File: src/ild_params.svh
`ifndef ILD_PARAMS_SVH
`define ILD_PARAMS_SVH

// Register indices; byte address is four times the index
`define ILD_IDX_CONFIG 16'hf805
`define ILD_IDX_START 16'hf806
`define ILD_IDX_TEST_WORD 16'hf807
`define ILD_IDX_TEST_STROBE 16'hf808
`define ILD_IDX_FORMAT 16'hf810
`define ILD_IDX_CHAN 16'hf811
`define ILD_IDX_STATUS 16'hf812
`define ILD_IDX_MASK 16'hf813
`define ILD_IDX_ACC_LO 16'hf814
`define ILD_IDX_ACC_HI 16'hf815

// Configuration fields
`define ILD_CFG_RECT 21
`define ILD_CFG_FREE 20
`define ILD_CFG_LEAK_HI 19
`define ILD_CFG_LEAK_LO 18
`define ILD_CFG_MODE_HI 17
`define ILD_CFG_MODE_LO 16
`define ILD_CFG_IVL_HI 15
`define ILD_CFG_IVL_LO 0
`define ILD_CFG_WMASK 32'h003fffff

// Input format fields
`define ILD_FMT_DMX_HI 6
`define ILD_FMT_DMX_LO 4
`define ILD_FMT_INTERP 3
`define ILD_FMT_WMASK 16'hfff8

// Channel control fields
`define ILD_CHAN_DET_SRC 0
`define ILD_CHAN_MIX_SRC 1
`define ILD_CHAN_TEST_ENI 11
`define ILD_CHAN_ENI_SEL 12

// Status fields
`define ILD_STAT_DONE 1

// Reset values
`define ILD_RST_CONFIG 32'h00000000
`define ILD_RST_16 16'h0000

// Leak shifts and interval offset
`define ILD_LEAK_SH0 6'd0
`define ILD_LEAK_SH1 6'd8
`define ILD_LEAK_SH2 6'd12
`define ILD_LEAK_SH3 6'd16
`define ILD_IVL_EXTRA 17'd2

`endif

File: src/ild_pkg.sv
package ild_pkg;
	typedef enum logic [1:0] {
		ILD_LEAKY,
		ILD_PEAK,
		ILD_INTEG,
		ILD_HOLD
	} ild_mode_t;

	typedef enum logic [1:0] {
		ILD_IDLE,
		ILD_RUN,
		ILD_DONE
	} ild_state_t;
endpackage

File: src/ild_top.sv
// Behaviour
// RULE1: demux code delays sample take after strobe
// RULE2: code 000 no delay, 111 seven clocks
// RULE3: gated mode updates only on strobe
// RULE4: interpolated updates every clock, zero on strobe
// RULE5: rectify ones-complements negative samples
// RULE6: free run ignores interval counter
// RULE7: stop mode halts when interval expires
// RULE8: software may drop free run to read
// RULE9: leak code selects gain 1 to 2^-16
// RULE10: mode picks leaky, peak or integrator
// RULE11: leaky output is A*x plus (1-A)*y
// RULE12: software keeps free run off when integrating
// RULE13: interval holds sample count minus two
// RULE14: start write clears accumulator, restarts counter
// RULE15: interval end sets status bit 1
// RULE16: test word may feed channels or detector
// RULE17: test strobe from bit 11 or write
// RULE18: expired accumulator holds until next start
//
// Implementation choice: the APB interface to the registers.
`timescale 1ns/1ps
`default_nettype none
`include "ild_params.svh"
module ild_top #(
	parameter int ADDR_W = 18
) (
	input wire logic pclk,
	input wire logic presetn,
	input wire logic ce,
	input wire logic psel,
	input wire logic penable,
	input wire logic pwrite,
	input wire logic [ADDR_W-1:0] paddr,
	input wire logic [31:0] pwdata,
	output logic [31:0] prdata,
	output logic pready,
	output logic pslverr,
	input wire logic [15:0] sample_in,
	input wire logic input_sample_strobe,
	output logic [15:0] test_data_out,
	output logic test_strobe_out,
	output logic irq
);
	localparam int ACC_W = 48;

	logic [15:0] smp_m_q, smp_s_q;
	logic stb_m_q, stb_s_q;
	logic [31:0] cfg_q;
	logic [15:0] fmt_q, chan_q, test_word_q;
	logic done_q, mask_q, snap_done_q;
	logic [31:0] prdata_q;
	logic pslverr_q;
	logic [ACC_W-1:0] acc_q;
	logic [16:0] remain_q;
	ild_pkg::ild_state_t state_q;
	logic test_stb_wr_q;

	logic [15:0] idx;
	logic setup, access, wr_en, rd_en, mapped, writable;
	logic start_wr, test_stb_wr;
	logic test_stb;
	logic [15:0] src_sample;
	logic src_strobe;
	logic take;
	logic [15:0] taken;
	logic interp, free, rect;
	logic [2:0] dmx;
	ild_pkg::ild_mode_t mode;
	logic [5:0] leak_sh;
	logic [15:0] x_in, x_det;
	logic upd, acc_en, done_pulse;
	logic [ACC_W-1:0] acc_d;
	logic [ACC_W:0] diff, step;

	function automatic logic [ACC_W-1:0] f_scale(input logic [15:0] x);
		f_scale = {{(ACC_W-32){x[15]}}, x, 16'h0000};
	endfunction

	function automatic logic [ACC_W-1:0] f_sext(input logic [15:0] x);
		f_sext = {{(ACC_W-16){x[15]}}, x};
	endfunction

	// Pins are asynchronous to pclk
	always_ff @(posedge pclk or negedge presetn) begin
		if (!presetn) begin
			smp_m_q <= 16'h0000;
			smp_s_q <= 16'h0000;
			stb_m_q <= 1'b0;
			stb_s_q <= 1'b0;
		end else if (ce) begin
			smp_m_q <= sample_in;
			smp_s_q <= smp_m_q;
			stb_m_q <= input_sample_strobe;
			stb_s_q <= stb_m_q;
		end
	end

	// APB decode; waits while the clock enable is low
	assign idx = paddr[17:2];
	assign setup = psel && !penable;
	assign access = psel && penable;
	assign pready = ce;
	assign wr_en = access && pwrite && pready && mapped && writable;
	assign rd_en = access && !pwrite && pready;
	assign start_wr = wr_en && idx == `ILD_IDX_START;
	assign test_stb_wr = wr_en && idx == `ILD_IDX_TEST_STROBE;

	always_comb begin
		mapped = 1'b1;
		writable = 1'b1;
		case (idx)
			`ILD_IDX_CONFIG, `ILD_IDX_START, `ILD_IDX_TEST_WORD, `ILD_IDX_TEST_STROBE,
			`ILD_IDX_FORMAT, `ILD_IDX_CHAN, `ILD_IDX_MASK: begin
				writable = 1'b1;
			end
			`ILD_IDX_STATUS, `ILD_IDX_ACC_LO, `ILD_IDX_ACC_HI: begin
				writable = 1'b0;
			end
			default: begin
				mapped = 1'b0;
				writable = 1'b0;
			end
		endcase
	end

	// Read data captured in setup so prdata comes from a flop
	always_ff @(posedge pclk or negedge presetn) begin
		if (!presetn) begin
			prdata_q <= 32'h00000000;
			pslverr_q <= 1'b0;
			snap_done_q <= 1'b0;
		end else if (ce && setup) begin
			pslverr_q <= !mapped || (pwrite && !writable);
			snap_done_q <= 1'b0;
			prdata_q <= 32'h00000000;
			if (!pwrite) begin
				case (idx)
					`ILD_IDX_CONFIG: prdata_q <= cfg_q;
					`ILD_IDX_TEST_WORD: prdata_q <= {16'h0000, test_word_q};
					`ILD_IDX_FORMAT: prdata_q <= {16'h0000, fmt_q};
					`ILD_IDX_CHAN: prdata_q <= {16'h0000, chan_q};
					`ILD_IDX_MASK: prdata_q <= {30'h00000000, mask_q, 1'b0};
					`ILD_IDX_STATUS: begin
						prdata_q <= {30'h00000000, done_q, 1'b0};
						snap_done_q <= done_q;
					end
					`ILD_IDX_ACC_LO: prdata_q <= acc_q[31:0];
					`ILD_IDX_ACC_HI: prdata_q <= {16'h0000, acc_q[ACC_W-1:32]};
					default: prdata_q <= 32'h00000000;
				endcase
			end
		end
	end

	assign prdata = prdata_q;
	assign pslverr = access && pslverr_q;

	always_ff @(posedge pclk or negedge presetn) begin
		if (!presetn) begin
			cfg_q <= `ILD_RST_CONFIG;
			fmt_q <= `ILD_RST_16;
			chan_q <= `ILD_RST_16;
			test_word_q <= `ILD_RST_16;
			mask_q <= 1'b0;
		end else if (wr_en) begin
			case (idx)
				`ILD_IDX_CONFIG: cfg_q <= pwdata & `ILD_CFG_WMASK;
				`ILD_IDX_FORMAT: fmt_q <= pwdata[15:0] & `ILD_FMT_WMASK;
				`ILD_IDX_CHAN: chan_q <= pwdata[15:0];
				`ILD_IDX_TEST_WORD: test_word_q <= pwdata[15:0];
				`ILD_IDX_MASK: mask_q <= pwdata[`ILD_STAT_DONE];
				default: mask_q <= mask_q;
			endcase
		end
	end

	// Write strobe made one cycle long for the channels
	always_ff @(posedge pclk or negedge presetn) begin
		if (!presetn) begin
			test_stb_wr_q <= 1'b0;
		end else if (ce) begin
			test_stb_wr_q <= test_stb_wr;
		end
	end

	// Test word source and its strobe
	assign test_stb = chan_q[`ILD_CHAN_ENI_SEL] ? test_stb_wr_q : chan_q[`ILD_CHAN_TEST_ENI]; // [RULE17]
	assign test_data_out = chan_q[`ILD_CHAN_MIX_SRC] ? test_word_q : smp_s_q; // [RULE16]
	assign test_strobe_out = chan_q[`ILD_CHAN_MIX_SRC] ? test_stb : stb_s_q; // [RULE16]
	assign src_sample = chan_q[`ILD_CHAN_DET_SRC] ? test_word_q : smp_s_q; // [RULE16]
	assign src_strobe = chan_q[`ILD_CHAN_DET_SRC] ? test_stb : stb_s_q; // [RULE16]

	assign dmx = fmt_q[`ILD_FMT_DMX_HI:`ILD_FMT_DMX_LO];
	assign interp = fmt_q[`ILD_FMT_INTERP];
	assign free = cfg_q[`ILD_CFG_FREE];
	assign rect = cfg_q[`ILD_CFG_RECT];
	assign mode = ild_pkg::ild_mode_t'(cfg_q[`ILD_CFG_MODE_HI:`ILD_CFG_MODE_LO]); // [RULE10]

	ild_demux_delay #(
		.DATA_W(16)
	) u_dmx (
		.pclk(pclk),
		.presetn(presetn),
		.ce(ce),
		.strobe(src_strobe),
		.sample(src_sample),
		.delay(dmx),
		.take(take),
		.sample_q(taken)
	);

	always_comb begin
		case (cfg_q[`ILD_CFG_LEAK_HI:`ILD_CFG_LEAK_LO])
			2'b00: leak_sh = `ILD_LEAK_SH0; // [RULE9]
			2'b01: leak_sh = `ILD_LEAK_SH1; // [RULE9]
			2'b10: leak_sh = `ILD_LEAK_SH2; // [RULE9]
			default: leak_sh = `ILD_LEAK_SH3; // [RULE9]
		endcase
	end

	// Interpolated mode zeroes the input on strobe clocks, as specified
	// Sample used in its own take cycle; the flop only holds it between takes
	assign x_in = (interp && take) ? 16'h0000 : (take ? src_sample : taken); // [RULE4]
	assign x_det = (rect && x_in[15]) ? ~x_in : x_in; // [RULE5]
	assign upd = interp ? 1'b1 : take; // [RULE3] [RULE4]
	// Free run keeps accumulating whatever the counter does
	assign acc_en = upd && (free || state_q == ild_pkg::ILD_RUN); // [RULE6] [RULE7] [RULE18]

	// Leaky form y + A*(x - y) equals A*x + (1-A)*y without a multiplier
	assign diff = {x_det[15], f_scale(x_det)} - {acc_q[ACC_W-1], acc_q};
	assign step = $signed(diff) >>> leak_sh;

	always_comb begin
		case (mode)
			ild_pkg::ILD_LEAKY: acc_d = acc_q + step[ACC_W-1:0]; // [RULE11]
			ild_pkg::ILD_PEAK: acc_d = ($signed(f_scale(x_det)) > $signed(acc_q)) ?
				f_scale(x_det) : acc_q; // [RULE10]
			ild_pkg::ILD_INTEG: acc_d = acc_q + f_sext(x_det); // [RULE10]
			default: acc_d = acc_q;
		endcase
	end

	always_ff @(posedge pclk or negedge presetn) begin
		if (!presetn) begin
			acc_q <= '0;
		end else if (ce) begin
			if (start_wr) begin
				acc_q <= '0; // [RULE14]
			end else if (acc_en) begin
				acc_q <= acc_d;
			end
		end
	end

	// Interval counter, loaded with field plus two
	assign done_pulse = ce && !start_wr && state_q == ild_pkg::ILD_RUN && upd &&
		remain_q == 17'd1; // [RULE15]

	always_ff @(posedge pclk or negedge presetn) begin
		if (!presetn) begin
			state_q <= ild_pkg::ILD_IDLE;
			remain_q <= 17'd0;
		end else if (ce) begin
			if (start_wr) begin
				state_q <= ild_pkg::ILD_RUN; // [RULE14]
				remain_q <= {1'b0, cfg_q[`ILD_CFG_IVL_HI:`ILD_CFG_IVL_LO]} + `ILD_IVL_EXTRA; // [RULE13]
			end else begin
				case (state_q)
					ild_pkg::ILD_IDLE: state_q <= ild_pkg::ILD_IDLE;
					ild_pkg::ILD_RUN: begin
						if (upd) begin
							remain_q <= remain_q - 17'd1;
							if (remain_q == 17'd1) begin
								state_q <= ild_pkg::ILD_DONE; // [RULE7]
							end
						end
					end
					ild_pkg::ILD_DONE: state_q <= ild_pkg::ILD_DONE; // [RULE18]
					default: state_q <= ild_pkg::ILD_IDLE;
				endcase
			end
		end
	end

	// Sticky done; a status read clears only what it returned, new sets win
	always_ff @(posedge pclk or negedge presetn) begin
		if (!presetn) begin
			done_q <= 1'b0;
		end else if (ce) begin
			if (done_pulse) begin
				done_q <= 1'b1; // [RULE15]
			end else if (rd_en && idx == `ILD_IDX_STATUS && snap_done_q) begin
				done_q <= 1'b0;
			end
		end
	end

	assign irq = done_q && mask_q;
endmodule // ild_top
`default_nettype wire

File: src/ild_demux_delay.sv
`timescale 1ns/1ps
`default_nettype none
module ild_demux_delay #(
	parameter int DATA_W = 16
) (
	input wire logic pclk,
	input wire logic presetn,
	input wire logic ce,
	input wire logic strobe,
	input wire logic [DATA_W-1:0] sample,
	input wire logic [2:0] delay,
	output logic take,
	output logic [DATA_W-1:0] sample_q
);
	logic [7:1] hist_q;
	logic [7:0] hist;

	assign hist = {hist_q, strobe};
	// Code 0 takes on the strobe itself, code 7 seven clocks later
	assign take = hist[delay]; // [RULE1] [RULE2]

	always_ff @(posedge pclk or negedge presetn) begin
		if (!presetn) begin
			hist_q <= 7'h00;
		end else if (ce) begin
			hist_q <= hist[6:0];
		end
	end

	always_ff @(posedge pclk or negedge presetn) begin
		if (!presetn) begin
			sample_q <= '0;
		end else if (ce && take) begin
			sample_q <= sample; // [RULE1]
		end
	end
endmodule // ild_demux_delay
`default_nettype wire

File: config.mk
export PLATFORM = sky130hd
export DESIGN_NAME = ild_top
export DESIGN_NICKNAME = d
export VERILOG_FILES = /design/src/ild_pkg.sv /design/src/ild_top.sv /design/src/ild_demux_delay.sv
export VERILOG_INCLUDE_DIRS = /design/src
export SDC_FILE = /design/constraint.sdc
export NUM_CORES = 1
export LEC_CHECK = 0
export BUFFER_PORTS_ARGS = -buffer_cell sky130_fd_sc_hd__clkbuf_2
export CAP_MARGIN = 25
export CORE_ASPECT_RATIO = 1.1
export CORE_MARGIN = 5
export CORE_UTILIZATION = 60
export CTS_CLUSTER_DIAMETER = 200
export DETAILED_ROUTE_END_ITERATION = 8
export MAX_ROUTING_LAYER = met4
export PLACE_DENSITY = 0.84
export SLEW_MARGIN = 25
export SYNTH_ARGS = -nofsm -noshare
export SYNTH_HDL_FRONTEND = slang
export SYNTH_HIERARCHICAL = 1
export SYNTH_SLANG_ARGS = --single-unit
File: constraint.sdc
create_clock -name pclk -period 9.2 [get_ports pclk]
set_clock_uncertainty 0.05 [all_clocks]
set_input_delay 0.92 -clock pclk [delete_from_list [all_inputs] [get_ports pclk]]
set_output_delay 0.92 -clock pclk [all_outputs]
set_load 0.005 [all_outputs]
==> flow_summary.ini, run 1 <==
[run_status]
status = complete, no violations

[power]
switching_share_pct = 41.20
seq_power_share_pct = 26.8
p_sw_uw = 1690
leakage_uw = 0.009286
power_uw = 4102
p_int_uw = 2412
peakVddDrop_mv = 0.1576
combPwrFrac_pct = 48.5
clkPwrFrac_pct = 24.7
p_per_area_nw_per_um2 = 205.9

[floorplanning]
die-area_sq_um = 33040
fp.dieH_um = 190.1
io_pins = 125
die_w_um = 173.8
core-area_sq_um = 29320
core.rowCount = 66
start_util_pct = 60.37

[worst_setup_path]
crit_fanout = 9
crit_path_start_kind = flop
end_kind = flop
reg2reg_slack_ns = 0.28
worstPathArrival_ns = 9.29
worst_path_most_repeated_cell = a21oi_1
worst_ep_required_time_ns = 9.57
cp_slowest_cell = o311ai_0
max_stage_delay_ns = 0.56
path_buf_inv = 4
crit_start = chan_q[12]
r2r_start = chan_q[12]
worstSetupPathType = reg -> reg
cp_top_family = compound AO/OA/AOI/OAI gates

[logic_synthesis]
synth_compound_area_share_pct = 21.40
synth-seq-area-share_pct = 32.24
syn_nets = 2122
synth_top_family_by_area = compound AO/OA/AOI/OAI gates
yosys.area_share.simple_pct = 14.99
yosys.area.top_type = dfrtp_1
synthMuxAreaShare_pct = 14.75
synth_area_leaders = dfrtp_1 (32%), mux2_2 (10%), ha_1 (6.8%)
ys_async_sr_fraction_pct = 100.0
yosysWarnings = 6
netlist_area_sq_um = 17700
synth_cell_types = 93
syn_avg_cell_area_sq_um = 9.067
synth_adder_area_share_pct = 6.900
synth-seq-cells = 228
synth_xor_area_share_pct = 5.931
synth_cells = 1952
synth_flop_cell = dfrtp_1
synth_top_area_share_pct = 32.24
synth_edf_count = 0

[finish]
finish.utilization_pct = 67.96
design_area_sq_um = 19920
syn2layout_area_growth_pct = 12.56
nNetsFinal = 2251
regArea_sq_um = 5705
layout_commonest_cell = dfrtp_1
drive_gt1_share_pct = 22.73
finalNonFillerCells = 2473
n_fill_cell = 2259
multi_input_area_sq_um = 11410
num_antenna_cells = 0
layout_common_cells = dfrtp_1 (228), nand2_1 (215), mux2_2 (159), nor2_1 (130), o21ai_0 (119)

[placement]
dp_hpwl_um = 48180
portBuffers = 112
routabilityCongestion = 1.028
dp.cells = 2427
dpl-instance-area_sq_um = 19040

[global_routing]
grt_max_degree = 93
grt_use_total_pct = 39.27
busiest_layer = met2
grt_pass1_wl_um = 98630
grt_pass1_vias = 16790
grtUsageMet3_pct = 5.227
antenna_found_initial = 0
grt_overflow = 0
met2_usage_pct = 66.38
use_met1_pct = 44.82

[timing]
period_needed_ns = 8.920
finalSetupTns_ns = 0
final_max_slew_viol_count = 0
hold_viol_final = 0
slew_headroom_pct = 26.64
worst_slew_pin_slew_ns = 1.098
rsz0062_at_grt = false
fmax_ghz = 0.1121
post-route-period-util_pct = 96.96
setup_viol_count_final = 0

[clock_network]
cts.sinks = 228
cts-buffers-inserted = 25
htree_levels = 1
cts.path.max_buffers = 3
clkLatencyLatePin_ns = 0.55
cts_tree = yes
cts_root_buf = clkbuf_16
cts_hold_buf = 0
clk_transition_reported_paths_ns = 0.07

[route]
dr.pass1.iters = 9
vias_per_cell = 6.844
vias = 16930
wl_per_cell_um = 26.53
antenna_left = 0
drt_iter0_markers = 2108
drc_errors = 0
drt-total-wl_um = 65610

[flow_run]
cap_violations = 0

[hold_path]
min_path_type = in -> async
==> cell families (layout without fill, tap and decap cells) <==
family / count (synthesis) / after routing
AO/OA/AOI/OAI: 550 / 550
XOR/XNOR: 119 / 119
adder cells (fa/ha/maj): 97 / 97
buffers and inverters: 169 / 316
flip-flops: 228 / 228
multiplexers: 223 / 223
AND/OR/NAND/NOR: 566 / 566
==> metal layers <==
layer	wire (um)	part of all wire (%)	up-vias
met5	0	0	-
met4	5072	7.7	0
met3	4995	7.6	271
met2	31770	48	941
met1	23780	36	8226
li1	-	-	7487
==> layout make-up <==
| class | instances | area share, % |
|---|---|---|
| tap | 374 | 2.349 |
| sequential | 228 | 28.64 |
| clock buffer | 32 | 3.473 |
| timing repair buffer | 204 | 6.431 |
| multi-input combinational | 1555 | 57.25 |
| clock inverter | 13 | 0.5904 |
| inverter | 67 | 1.262 |
==> what timing repair did <==
action | in CTS | in global routing
resized for setup | 0 | 9
setup buffers | 0 | 0
endpoints found under the setup margin | 0 | 15
endpoints found under the hold margin | 0 | 0
==> state kept, by name, indices dropped and copies added (netlist names), 2 cells and up <==
register and flops:
smp_s_q 16, test_word_q 16, u_dmx/sample_q 16, smp_m_q 16
fmt_q 13, u_dmx/hist_q 7, cfg_q 22, state_q 2
prdata 32, acc_q 48, chan_q 16, remain_q 17
==> metrics by stage <==
step	setup WS [ns]	hold WS, ns
5_1_grt	0.08167	0.3966
3_5_place_dp	0.4107	0.4268
3_3_place_gp	0.5038	0.4161
4_1_cts	0.2858	0.3597
2_1_floorplan	1.091	0.3914
6_report	0.2796	0.3384
==> cells in the mapped netlist, types with 28 or more instances <==
cell	count
a22o_1	30
dfrtp_1	228
xnor2_1	56
nor3_1	38
mux2_2	159
mux2i_1	41
a211oi_1	30
o21ai_0	120
ha_1	96
xor2_1	62
nand3_1	46
a31oi_1	39
a222oi_1	28
inv_1	65
nor2_1	132
clkbuf_1	82
a21o_1	34
nand2_1	216
a21oi_1	115
nor2b_1	30
==> power by group through the flow <==
stage               sequential [uW]  clock [uW]  combinational, uW
finish                         1100        1020               1990
floorplan                      1100           0               1280
global route                   1100        1050               2130
detailed placement             1110           0               1910
CTS                            1100        1010               1930
global placement               1100           0               1890
==> worst paths after layout <==
kind / end / cells after the start
max in group asynchronous: acc_q[22] / 2
min in group pclk: snap_done_q / 2
max reg2reg: acc_q[46] / 34
min reg2reg: snap_done_q / 2
min: chan_q[0] / 1
max: acc_q[46] / 34
(Power assumes the default switching activity.)
==> run 2, diff against run 1 <==
Settings changed: CTS_BUF_LIST set to sky130_fd_sc_hd__clkbuf_16.
==> run 2 against run 1 <==
  * Hold slack improved by 0.0091 ns
  * Die area unchanged
  * Largest power group unchanged
  * Power is 1.2% lower
  * Count of clock-buffer cells in the layout decreased by 7
  * Flip-flop and latch count stayed put
  * Critical path depth down 2
  * Via count fell by 0.12%
  * Cell count is essentially flat
  * Wire length is 0.53% lower
  * Critical path type unchanged
  * Register-to-register slack improved by 0.04 ns
==> flow_summary.ini, run 2 (same netlist as run 1, synthesis figures left out) <==
[floorplanning]
fp.dieH_um = 190.1
die-area_sq_um = 33040
die_w_um = 173.8
io_pins = 125
core.rowCount = 66
core-area_sq_um = 29320
start_util_pct = 60.37

[timing]
setup_viol_count_final = 0
fmax_ghz = 0.1127
hold_viol_final = 0
finalSetupTns_ns = 0
slew_headroom_pct = 28.85
timing.hold.ws_ns = 0.3475
final_max_slew_viol_count = 0
period_needed_ns = 8.877
worst_slew_pin_slew_ns = 1.058
post-route-period-util_pct = 96.49
rsz0062_at_grt = false

[worst_setup_path]
worst_path_most_repeated_cell = a21oi_1
max_stage_delay_ns = 0.54
crit_fanout = 9
crit_path_start_kind = flop
worst_ep_required_time_ns = 9.57
worstSetupPathType = reg -> reg
worstPathArrival_ns = 9.25
cp_slowest_cell = mux4_2
end_kind = flop

[flow_run]
cap_violations = 0

[clock_network]
htree_levels = 1
cts.path.max_buffers = 3
cts_tree = yes
clkLatencyLatePin_ns = 0.54
cts_hold_buf = 0
cts.sinks = 228
clk_transition_reported_paths_ns = 0.07
cts-buffers-inserted = 25
cts_root_buf = clkbuf_16

[global_routing]
grt_pass1_wl_um = 98830
antenna_found_initial = 0
grt_overflow = 0
grt_use_total_pct = 39.34
grt_pass1_vias = 16830
grt_max_degree = 93

[finish]
syn2layout_area_growth_pct = 12.39
layout_commonest_cell = dfrtp_1
drive_gt1_share_pct = 22.43
finalNonFillerCells = 2474
finish.utilization_pct = 67.85
largest_reg_flops = 48
num_antenna_cells = 0
regMostFlops = acc_q
nNetsFinal = 2252
layout_common_cells = dfrtp_1 (228), nand2_1 (216), mux2_2 (159), nor2_1 (130), o21ai_0 (119)

[route]
drc_errors = 0
drt-total-wl_um = 65270
drt_iter0_markers = 2082
wl_per_cell_um = 26.38
antenna_left = 0
vias = 16900
dr.pass1.iters = 8
vias_per_cell = 6.833

[placement]
dp_hpwl_um = 48180
portBuffers = 112
routabilityCongestion = 1.028
dp.cells = 2427

[power]
p_sw_uw = 1682
switching_share_pct = 41.48
p_int_uw = 2372
combPwrFrac_pct = 48.9
clkPwrFrac_pct = 23.9
leakage_uw = 0.009281
seq_power_share_pct = 27.2
peakVddDrop_mv = 0.2080
p_per_area_nw_per_um2 = 203.8

[run_status]
status = complete, no violations

[hold_path]
min_path_type = in -> async
## run 2: cell types whose count changed in the layout (fill, tap and decap cells not counted), moves of 3 or more
cell / previous run / this run
clkbuf_8: 4 / 0
clkinv_1: 0 / 4
clkbuf_1: 3 / 0
inv_1: 65 / 68
## run 2: final timing paths
kind	startpoint	end	slack, ns	depth (start not counted)
worst max-delay path	chan_q[11]	acc_q[46]	0.32	32
worst min-delay path	presetn	smp_m_q[1]	0.35	1
worst max register to register	chan_q[11]	acc_q[46]	0.32	32
worst min register to register	snap_done_q	snap_done_q	0.44	2
max in group asynchronous	presetn	acc_q[17]	7.43	2
min in group pclk	snap_done_q	snap_done_q	0.44	2
## run 2: area by class of cell
cell class / instances / area, sq um
Multi-Input combinational cell: 1555 / 11390
Fill cell: 2264 / 9424
Sequential cell: 228 / 5705
Timing Repair Buffer: 205 / 1309
Clock buffer: 25 / 625.6
Tap cell: 374 / 467.9
Inverter: 67 / 251.5
Clock inverter: 20 / 143.9
## run 2: through the flow
step | area [sq um] | worst slack, ns | total power [uW]
after floorplan | 17700 | 1.091 | 2373
after global placement | 19040 | 0.5038 | 2993
after detailed placement | 19040 | 0.4107 | 3018
after CTS | 19810 | 0.2661 | 3990
after global routing | 19890 | 0.005070 | 4241
final | 19890 | 0.3232 | 4054
## run 2: per-layer routing
metal,GRT usage [%],part of all wire (%),up-vias
met4,23.27,7.9,0
li1,-,-,7493
met2,66.42,48,908
met5,-,0,-
met1,44.91,37,8220
met3,5.405,7.3,283
## run 2: power groups by stage
stage	Combinational, uW	Clock, uW	Sequential, uW
after floorplan	1280	0	1100
after global placement	1890	0	1100
after detailed placement	1910	0	1110
after CTS	1930	967	1100
after global routing	2120	1010	1100
final	1980	970	1100
## run 2: timing repair
item | 4_1_cts | 5_1_grt
setup endpoints to repair | 0 | 15
resized for setup | 0 | 6
buffers inserted | 0 | 0
## run 2: worst max-delay path: cells and delay by family, from the launching register on
family          cells  cell delay [ns]
mux                 5             1.41
flops               1             0.45
buf+inv             3             0.65
xor+xnor            2             0.70
compound gates     18             4.30
fa+ha+maj           2             0.78
simple gates        2             0.39
